===== src/design/arfwd_pkg.sv =====
// Package for the result formatter and window detector.
// Holds register addresses, field positions, reset values and widths.
// Assumes an 8-bit special-function-register bus with byte addresses.
package arfwd_pkg;

  // Widths
  localparam int unsigned CODE_W = 12;
  localparam int unsigned BYTE_W = 8;
  localparam int unsigned WORD_W = 16;
  localparam int unsigned NIBBLE_W = 4;

  // Register addresses on the special-function-register bus
  localparam logic [7:0] ADDR_CONTROL = 8'hE8;
  localparam logic [7:0] ADDR_RESULT_HIGH = 8'hBF;
  localparam logic [7:0] ADDR_RESULT_LOW = 8'hBE;
  localparam logic [7:0] ADDR_UPPER_LIMIT_LOW = 8'hC4;
  localparam logic [7:0] ADDR_UPPER_LIMIT_HIGH = 8'hC5;
  localparam logic [7:0] ADDR_LOWER_LIMIT_LOW = 8'hC6;
  localparam logic [7:0] ADDR_LOWER_LIMIT_HIGH = 8'hC7;

  // Control register field positions
  localparam int unsigned BIT_LEFT_JUSTIFY = 0;
  localparam int unsigned BIT_WINDOW_FLAG = 1;

  // Reset values
  localparam logic [7:0] RST_UPPER_LIMIT = 8'hFF;
  localparam logic [7:0] RST_LOWER_LIMIT = 8'h00;
  localparam logic [7:0] RST_RESULT = 8'h00;
  localparam logic RST_LEFT_JUSTIFY = 1'b0;
  localparam logic RST_WINDOW_FLAG = 1'b0;
  localparam logic [7:0] READ_UNMAPPED = 8'h00;

  // Fill patterns
  localparam logic [3:0] NIBBLE_ZERO = 4'h0;

endpackage


===== src/design/arfwd_fmt_if.sv =====
// Interface between the register block and the formatter/comparator.
// Assumes both ends sit on the same clock; all signals are combinational.
`timescale 1ns/100ps
interface arfwd_fmt_if;
  logic [arfwd_pkg::CODE_W-1:0] code;
  logic differential;
  logic left_justify;
  logic [arfwd_pkg::WORD_W-1:0] upper_limit;
  logic [arfwd_pkg::WORD_W-1:0] lower_limit;
  logic [arfwd_pkg::WORD_W-1:0] word;
  logic hit;

  // Formatter end
  modport fmt (
    input code, differential, left_justify, upper_limit, lower_limit,
    output word, hit
  );

  // Register-block end
  modport ctl (
    output code, differential, left_justify, upper_limit, lower_limit,
    input word, hit
  );
endinterface


===== src/design/arfwd_fmt.sv =====
// Result formatter and window comparator, purely combinational.
// Assumes the caller supplies a captured code and the current limits.
`timescale 1ns/100ps
module arfwd_fmt (
  // Link to the register block
  arfwd_fmt_if.fmt link
);

  logic outside_mode;
  logic below_lower;
  logic above_upper;

  // Ordered compare, signed for differential data
  function automatic logic word_less(
    input logic [arfwd_pkg::WORD_W-1:0] a,
    input logic [arfwd_pkg::WORD_W-1:0] b,
    input logic signed_mode
  );
    if (signed_mode)
    begin
      word_less = ($signed(a) < $signed(b));
    end
    else
    begin
      word_less = (a < b);
    end
  endfunction

  // Place the code in the 16-bit result word
  always_comb
  begin
    if (link.left_justify)
    begin
      link.word = {link.code, arfwd_pkg::NIBBLE_ZERO};
    end
    else if (link.differential)
    begin
      link.word = {{arfwd_pkg::NIBBLE_W{link.code[arfwd_pkg::CODE_W-1]}}, link.code};
    end
    else
    begin
      link.word = {arfwd_pkg::NIBBLE_ZERO, link.code};
    end
  end

  // Window test on the word as it will be stored
  always_comb
  begin
    below_lower = word_less(link.word, link.lower_limit, link.differential);
    above_upper = word_less(link.upper_limit, link.word, link.differential);
    outside_mode = !word_less(link.upper_limit, link.lower_limit, link.differential);
    if (outside_mode)
    begin
      link.hit = below_lower || above_upper;
    end
    else
    begin
      link.hit = below_lower && above_upper;
    end
  end

endmodule // arfwd_fmt


===== src/design/arfwd_top.sv =====
// Top of the result formatter and window detector.
// Assumes the converter end-of-conversion pulse, code and differential
// indication come from logic on mclk_i, so they are not synchronised.
// Assumes a simple special-function-register bus with one-cycle strobes.
`timescale 1ns/100ps
module arfwd_top (
  // Clock and reset
  input wire logic mclk_i,
  input wire logic reset_i,
  // Special-function-register bus
  input wire logic [7:0] sfr_addr_i,
  input wire logic sfr_wr_i,
  input wire logic [7:0] sfr_wdata_i,
  input wire logic sfr_rd_i,
  output logic [7:0] sfr_rdata_o,
  // Converter side
  input wire logic conv_done_i,
  input wire logic [arfwd_pkg::CODE_W-1:0] conv_code_i,
  input wire logic conv_differential_i,
  // Status out
  output logic window_compare_flag_o,
  output logic result_left_justify_o
);

  // Control state
  logic result_left_justify;
  logic next_result_left_justify;
  logic window_compare_flag;
  logic next_window_compare_flag;

  // Limit bytes
  logic [7:0] window_upper_limit_low;
  logic [7:0] next_window_upper_limit_low;
  logic [7:0] window_upper_limit_high;
  logic [7:0] next_window_upper_limit_high;
  logic [7:0] window_lower_limit_low;
  logic [7:0] next_window_lower_limit_low;
  logic [7:0] window_lower_limit_high;
  logic [7:0] next_window_lower_limit_high;

  // Result bytes
  logic [7:0] result_high_byte;
  logic [7:0] next_result_high_byte;
  logic [7:0] result_low_byte;
  logic [7:0] next_result_low_byte;

  // Capture stage between the converter and the result registers
  logic cap_valid;
  logic next_cap_valid;
  logic [arfwd_pkg::CODE_W-1:0] cap_code;
  logic [arfwd_pkg::CODE_W-1:0] next_cap_code;
  logic cap_differential;
  logic next_cap_differential;

  // Read data and status outputs
  logic [7:0] next_sfr_rdata;
  logic next_window_compare_flag_o;
  logic next_result_left_justify_o;

  // Decoded write strobes
  logic wr_control;
  logic wr_upper_low;
  logic wr_upper_high;
  logic wr_lower_low;
  logic wr_lower_high;
  logic wr_result_high;
  logic wr_result_low;

  // Formatter link
  arfwd_fmt_if fmt_link ();

  // True when a write strobe targets the given address
  function automatic logic write_to(
    input logic strobe,
    input logic [7:0] addr,
    input logic [7:0] target
  );
    write_to = strobe && (addr == target);
  endfunction

  // Formatter and window comparator
  arfwd_fmt u_fmt (
    .link(fmt_link)
  );

  // Drive the formatter from the captured conversion and current limits
  assign fmt_link.code = cap_code;
  assign fmt_link.differential = cap_differential;
  assign fmt_link.left_justify = result_left_justify;
  assign fmt_link.upper_limit = {window_upper_limit_high, window_upper_limit_low};
  assign fmt_link.lower_limit = {window_lower_limit_high, window_lower_limit_low};

  // Write address decode
  always_comb
  begin
    wr_control = write_to(sfr_wr_i, sfr_addr_i, arfwd_pkg::ADDR_CONTROL);
    wr_upper_low = write_to(sfr_wr_i, sfr_addr_i, arfwd_pkg::ADDR_UPPER_LIMIT_LOW);
    wr_upper_high = write_to(sfr_wr_i, sfr_addr_i, arfwd_pkg::ADDR_UPPER_LIMIT_HIGH);
    wr_lower_low = write_to(sfr_wr_i, sfr_addr_i, arfwd_pkg::ADDR_LOWER_LIMIT_LOW);
    wr_lower_high = write_to(sfr_wr_i, sfr_addr_i, arfwd_pkg::ADDR_LOWER_LIMIT_HIGH);
    wr_result_high = write_to(sfr_wr_i, sfr_addr_i, arfwd_pkg::ADDR_RESULT_HIGH);
    wr_result_low = write_to(sfr_wr_i, sfr_addr_i, arfwd_pkg::ADDR_RESULT_LOW);
  end

  // Capture stage: hold one finished conversion for formatting
  always_comb
  begin
    next_cap_valid = conv_done_i;
    next_cap_code = cap_code;
    next_cap_differential = cap_differential;
    if (conv_done_i)
    begin
      next_cap_code = conv_code_i;
      next_cap_differential = conv_differential_i;
    end
  end

  // Capture stage registers
  always_ff @(posedge mclk_i)
  begin
    if (reset_i)
    begin
      cap_valid <= 1'b0;
      cap_code <= '0;
      cap_differential <= 1'b0;
    end
    else
    begin
      cap_valid <= next_cap_valid;
      cap_code <= next_cap_code;
      cap_differential <= next_cap_differential;
    end
  end

  // Control register: justify select and window flag
  always_comb
  begin
    next_result_left_justify = result_left_justify;
    next_window_compare_flag = window_compare_flag;
    if (wr_control)
    begin
      next_result_left_justify = sfr_wdata_i[arfwd_pkg::BIT_LEFT_JUSTIFY];
      next_window_compare_flag = sfr_wdata_i[arfwd_pkg::BIT_WINDOW_FLAG];
    end
    // A match in the same cycle as a software clear keeps the flag set
    if (cap_valid && fmt_link.hit)
    begin
      next_window_compare_flag = 1'b1;
    end
  end

  // Control register state
  always_ff @(posedge mclk_i)
  begin
    if (reset_i)
    begin
      result_left_justify <= arfwd_pkg::RST_LEFT_JUSTIFY;
      window_compare_flag <= arfwd_pkg::RST_WINDOW_FLAG;
    end
    else
    begin
      result_left_justify <= next_result_left_justify;
      window_compare_flag <= next_window_compare_flag;
    end
  end

  // Limit bytes, each written on its own address
  always_comb
  begin
    next_window_upper_limit_low = window_upper_limit_low;
    next_window_upper_limit_high = window_upper_limit_high;
    next_window_lower_limit_low = window_lower_limit_low;
    next_window_lower_limit_high = window_lower_limit_high;
    if (wr_upper_low)
    begin
      next_window_upper_limit_low = sfr_wdata_i;
    end
    if (wr_upper_high)
    begin
      next_window_upper_limit_high = sfr_wdata_i;
    end
    if (wr_lower_low)
    begin
      next_window_lower_limit_low = sfr_wdata_i;
    end
    if (wr_lower_high)
    begin
      next_window_lower_limit_high = sfr_wdata_i;
    end
  end

  // Limit byte state
  always_ff @(posedge mclk_i)
  begin
    if (reset_i)
    begin
      window_upper_limit_low <= arfwd_pkg::RST_UPPER_LIMIT;
      window_upper_limit_high <= arfwd_pkg::RST_UPPER_LIMIT;
      window_lower_limit_low <= arfwd_pkg::RST_LOWER_LIMIT;
      window_lower_limit_high <= arfwd_pkg::RST_LOWER_LIMIT;
    end
    else
    begin
      window_upper_limit_low <= next_window_upper_limit_low;
      window_upper_limit_high <= next_window_upper_limit_high;
      window_lower_limit_low <= next_window_lower_limit_low;
      window_lower_limit_high <= next_window_lower_limit_high;
    end
  end

  // Result bytes: a finished conversion wins over a software write
  always_comb
  begin
    next_result_high_byte = result_high_byte;
    next_result_low_byte = result_low_byte;
    if (wr_result_high)
    begin
      next_result_high_byte = sfr_wdata_i;
    end
    if (wr_result_low)
    begin
      next_result_low_byte = sfr_wdata_i;
    end
    if (cap_valid)
    begin
      next_result_high_byte = fmt_link.word[arfwd_pkg::WORD_W-1:arfwd_pkg::BYTE_W];
      next_result_low_byte = fmt_link.word[arfwd_pkg::BYTE_W-1:0];
    end
  end

  // Result byte state
  always_ff @(posedge mclk_i)
  begin
    if (reset_i)
    begin
      result_high_byte <= arfwd_pkg::RST_RESULT;
      result_low_byte <= arfwd_pkg::RST_RESULT;
    end
    else
    begin
      result_high_byte <= next_result_high_byte;
      result_low_byte <= next_result_low_byte;
    end
  end

  // Read mux; unmapped addresses and unused control bits read zero
  always_comb
  begin
    next_sfr_rdata = sfr_rdata_o;
    if (sfr_rd_i)
    begin
      case (sfr_addr_i)
        arfwd_pkg::ADDR_CONTROL:
        begin
          next_sfr_rdata = arfwd_pkg::READ_UNMAPPED;
          next_sfr_rdata[arfwd_pkg::BIT_LEFT_JUSTIFY] = result_left_justify;
          next_sfr_rdata[arfwd_pkg::BIT_WINDOW_FLAG] = window_compare_flag;
        end
        arfwd_pkg::ADDR_RESULT_HIGH: next_sfr_rdata = result_high_byte;
        arfwd_pkg::ADDR_RESULT_LOW: next_sfr_rdata = result_low_byte;
        arfwd_pkg::ADDR_UPPER_LIMIT_LOW: next_sfr_rdata = window_upper_limit_low;
        arfwd_pkg::ADDR_UPPER_LIMIT_HIGH: next_sfr_rdata = window_upper_limit_high;
        arfwd_pkg::ADDR_LOWER_LIMIT_LOW: next_sfr_rdata = window_lower_limit_low;
        arfwd_pkg::ADDR_LOWER_LIMIT_HIGH: next_sfr_rdata = window_lower_limit_high;
        default: next_sfr_rdata = arfwd_pkg::READ_UNMAPPED;
      endcase
    end
  end

  // Status outputs register the next control state, so they match the control state in the same cycle
  always_comb
  begin
    next_window_compare_flag_o = next_window_compare_flag;
    next_result_left_justify_o = next_result_left_justify;
  end

  // Output registers
  always_ff @(posedge mclk_i)
  begin
    if (reset_i)
    begin
      sfr_rdata_o <= arfwd_pkg::READ_UNMAPPED;
      window_compare_flag_o <= arfwd_pkg::RST_WINDOW_FLAG;
      result_left_justify_o <= arfwd_pkg::RST_LEFT_JUSTIFY;
    end
    else
    begin
      sfr_rdata_o <= next_sfr_rdata;
      window_compare_flag_o <= next_window_compare_flag_o;
      result_left_justify_o <= next_result_left_justify_o;
    end
  end

endmodule // arfwd_top


===== config.mk =====
export PLATFORM = sky130hd
export DESIGN_NAME = arfwd_top
export DESIGN_NICKNAME = d
export VERILOG_FILES = /design/src/design/arfwd_pkg.sv /design/src/design/arfwd_fmt_if.sv /design/src/design/arfwd_fmt.sv /design/src/design/arfwd_top.sv
export SDC_FILE = /design/constraint.sdc
export NUM_CORES = 1
export LEC_CHECK = 0
export ABC_AREA = 0
export BUFFER_PORTS_ARGS = -buffer_cell sky130_fd_sc_hd__buf_4
export CORE_MARGIN = 1.5
export CORE_UTILIZATION = 47
export CTS_CLUSTER_SIZE = 20
export DETAILED_ROUTE_END_ITERATION = 8
export PLACE_DENSITY = 0.73
export SLEW_MARGIN = 20
export SYNTH_ARGS = -nofsm -noshare
export SYNTH_HDL_FRONTEND = slang
export SYNTH_SLANG_ARGS = --single-unit

===== constraint.sdc =====
create_clock -name mclk_i -period 4.55 [get_ports mclk_i]
set_input_delay 0.91 -clock mclk_i [delete_from_list [all_inputs] [get_ports mclk_i]]
set_output_delay 0.91 -clock mclk_i [all_outputs]
set_load 0.02 [all_outputs]

==> results_dict.tcl <==
set metrics [dict create \
    clk_latency_ns 0.35 \
    worstPathRequired_ns 4.75 \
    maximum_level_of_the_cts_h_tree 3 \
    path_class "flip-flop to flip-flop" \
    synthesis.instances 517 \
    io-pin-count 44 \
    cts.reportedPaths.clkPinSlew_ns 0.08 \
    number_of_cell_rows 36 \
    final.setup_skew_ns 0.00894 \
    timing.max_cap.violations 0 \
    layout.nets 623 \
    vias 3955 \
    grt_pass1_wl_um 19900 \
    yosys_most_used_dff "sky130_fd_sc_hd__dfxtp_1" \
    cts_made_buffers 9 \
    max_freq_ghz 0.299 \
    min_path_cells 2 \
    via_count_of_the_first_global_routing_pass 3692 \
    area_delta_synth_final_pct 12.6 \
    depth_of_the_worst_register_to_register_path 11 \
    worstSetupStartpointType "flip-flop" \
    critPathCaptureType "flip-flop" \
    setup_tns_ns 0 \
    synth_edf_count 0 \
    cts_tree "built" \
    die_y_um 103 \
    yosysTopAreaCellShare_pct 30.8 \
    arrival_ns 3.55 \
    route.final.wire_length_um 12600 \
    drt.antenna.violating_nets 0 \
    starting_density_pct 48.1 \
    regToRegStartpoint "result_left_justify_o$_SDFFE_PP0P_" \
    gp_routability_congestion 0.960 \
    synth_sequential_area_ratio_pct 30.8 \
    drc_errors 0 \
    timing.reg2reg.setup_slack_ns 1.20 \
    leakage_nw 2.18 \
    detail_route.vias_per_cell 5.80 \
    synth_cell_type_count 57 \
    worstMarginPinSlew_ns 1.10 \
    fill_cells 915 \
    layout_worst_path_cycle_share_pct 73.5 \
    antenna_found_initial 0 \
    final.min_clock_period_ns 3.35 \
    dp_hpwl_um 9410 \
    cell_types_with_the_highest_counts_after_synthesis "sky130_fd_sc_hd__dfxtp_1, sky130_fd_sc_hd__nand2_1, sky130_fd_sc_hd__nor2_1" \
    grt_util_all_layers_pct 24.9 \
    slew-limit-headroom_pct 26.1 \
    maximum_number_of_pins_on_one_net_before_global_route_repair 73 \
    cts_post_setup_buffers_inserted 0 \
    critical_path.max_fanout 20 \
    port_bufs 43 \
    synth_warnings 0 \
    num_antenna_cells 0 \
    cts_resized 0 \
    power_density_nw_per_um2 289 \
    synth.top_cells.by_area "sky130_fd_sc_hd__dfxtp_1, sky130_fd_sc_hd__ha_1, sky130_fd_sc_hd__mux2i_1" \
    timing.hold.worst_endpoint "window_lower_limit_low[7]$_SDFFE_PP0P_" \
    worstReg2RegEnd "window_compare_flag_o$_SDFFE_PP0P_" \
    dr.pass1.iters 5 \
    slew_viol_final 0 \
    async_sr_flop_fraction_pct 0 \
    numPlacedInstances 666 \
    tritoncts_num_sinks 72 \
    hold_path.class "flip-flop to flip-flop" \
    status "finished, final reports clean" \
    power.ir.vdd_worst_v 0.000192 \
    synth.largest_area_cell "sky130_fd_sc_hd__dfxtp_1" \
    synth_seq_cells 72 \
    die_w_um 103 \
    starting_drt_drc_count 258 \
    wire_length_per_cell_after_detailed_routing_um 18.5 \
    whs_ns 0.469 \
    post_cts_hold_buffer_count 0 \
    synth_area_um2 4680 \
    floorplan.core_area_um2 9730 \
    drive_above_1_share_pct 19.5 \
    final_core_utilization_pct 54.2 \
    hold_path_startpoint "window_lower_limit_low[7]$_SDFFE_PP0P_" \
    die-area_um2 10600 \
    finalSetupViolations 0 \
    synth_nets 596 \
    unrepaired_setup_endpoints_after_global_routing "no" \
    clock-root-buffer "sky130_fd_sc_hd__clkbuf_8" \
    synthesized_area_per_cell_um2 9.06 \
    layoutNonFillerInstCount 682 \
    clock_tree.buffer_depth 2 \
    synth.most_common_cell "sky130_fd_sc_hd__dfxtp_1" \
    global_route.overflow_total 0 \
    finalHoldViolCount 0 \
]
## report_power, final
group / total (mW) / internal (mW) / switching [mW]
Clock: 0.679 / 0.435 / 0.244
Sequential: 0.663 / 0.647 / 0.0163
Combinational: 0.183 / 0.0815 / 0.101
## final cells by class
type / count / area [um2] / share of cell area (%)
multi-input combinational: 385 / 2940 / 55.8
sequential: 72 / 1440 / 27.4
timing repair buffer: 45 / 338 / 6.41
tap: 133 / 166 / 3.16
clock buffer: 11 / 141 / 2.68
clock inverter: 5 / 128 / 2.42
inverter: 31 / 116 / 2.21
## worst max-delay path, stage by stage, from the launching register on
cell	delay [ns]
sky130_fd_sc_hd__dfxtp_1	0.90
sky130_fd_sc_hd__nor2_1	0.19
sky130_fd_sc_hd__a21oi_1	0.31
sky130_fd_sc_hd__inv_1	0.13
sky130_fd_sc_hd__ha_1	0.29
sky130_fd_sc_hd__and4_1	0.24
sky130_fd_sc_hd__nand2_1	0.08
sky130_fd_sc_hd__a2111oi_1	0.33
sky130_fd_sc_hd__nor3_1	0.08
sky130_fd_sc_hd__or3_1	0.41
sky130_fd_sc_hd__a21oi_1	0.16
sky130_fd_sc_hd__a211oi_1	0.08
## cell families (layout without fill, tap and decap cells)
| group | count (synthesis) | after routing | share of synthesized area, % |
|---|---|---|---|
| simple gates | 185 | 185 | 21.2 |
| compound gates | 100 | 100 | 15.4 |
| flops | 72 | 72 | 30.8 |
| buf+inv | 60 | 92 | 6.44 |
| mux | 54 | 54 | 14.0 |
| fa+ha+maj | 45 | 45 | 12.0 |
| xor+xnor | 1 | 1 | 0.187 |
## worst max path at each step
stage / startpoint / to / cells after the start
floorplan: result_left_justify_o$_SDFFE_PP0P_ / window_compare_flag_o$_SDFFE_PP0P_ / 12
global placement: result_left_justify_o$_SDFFE_PP0P_ / window_compare_flag_o$_SDFFE_PP0P_ / 11
detailed placement: result_left_justify_o$_SDFFE_PP0P_ / window_compare_flag_o$_SDFFE_PP0P_ / 11
CTS: result_left_justify_o$_SDFFE_PP0P_ / window_compare_flag_o$_SDFFE_PP0P_ / 11
global route: result_left_justify_o$_SDFFE_PP0P_ / window_compare_flag_o$_SDFFE_PP0P_ / 11
finish: result_left_justify_o$_SDFFE_PP0P_ / window_compare_flag_o$_SDFFE_PP0P_ / 11
## placed cells by master, fill, tap and decap left out, types with 8 or more instances in the layout
cell / count
sky130_fd_sc_hd__a211o_1: 9
sky130_fd_sc_hd__ha_1: 45
sky130_fd_sc_hd__nor2b_1: 19
sky130_fd_sc_hd__a211oi_1: 11
sky130_fd_sc_hd__buf_4: 45
sky130_fd_sc_hd__a21oi_1: 35
sky130_fd_sc_hd__clkbuf_8: 10
sky130_fd_sc_hd__nand3b_1: 9
sky130_fd_sc_hd__nor2_1: 51
sky130_fd_sc_hd__mux2_4: 8
sky130_fd_sc_hd__inv_1: 31
sky130_fd_sc_hd__nand3_1: 11
sky130_fd_sc_hd__mux2_2: 11
sky130_fd_sc_hd__dfxtp_1: 72
sky130_fd_sc_hd__nand2_1: 51
sky130_fd_sc_hd__a21o_1: 10
sky130_fd_sc_hd__mux2i_1: 30
sky130_fd_sc_hd__a211oi_2: 8
## stage by stage
stage / worst slack, ns / power [mW] / area [um2]
2_1_floorplan: 1.55 / 0.792 / 4680
3_3_place_gp: 1.38 / 0.851 / 5000
3_5_place_dp: 1.28 / 0.856 / 5000
4_1_cts: 1.24 / 1.53 / 5270
5_1_grt: 0.975 / 1.58 / 5270
6_report: 1.20 / 1.53 / 5270
## metal layers
| metal | vias to the layer above | GRT usage [%] | part of all wire [%] |
|---|---|---|---|
| met2 | 140 | 40.6 | 47 |
| met1 | 1897 | 33.1 | 45 |
| li1 | 1893 | - | - |
| met4 | 0 | 9.77 | 3.3 |
| met5 | - | 0 | 0 |
| met3 | 25 | 4.27 | 4.7 |
## registers in the layout, summed over array words and instances (netlist names)
name,cells
cap_code,12
result_high_byte,8
result_low_byte,8
sfr_rdata_o,8
window_lower_limit_high,8
window_lower_limit_low,8
window_upper_limit_high,8
window_upper_limit_low,8
cap_differential,1
cap_valid,1
result_left_justify_o,1
window_compare_flag_o,1
Power figures use the tool's default switching activity.
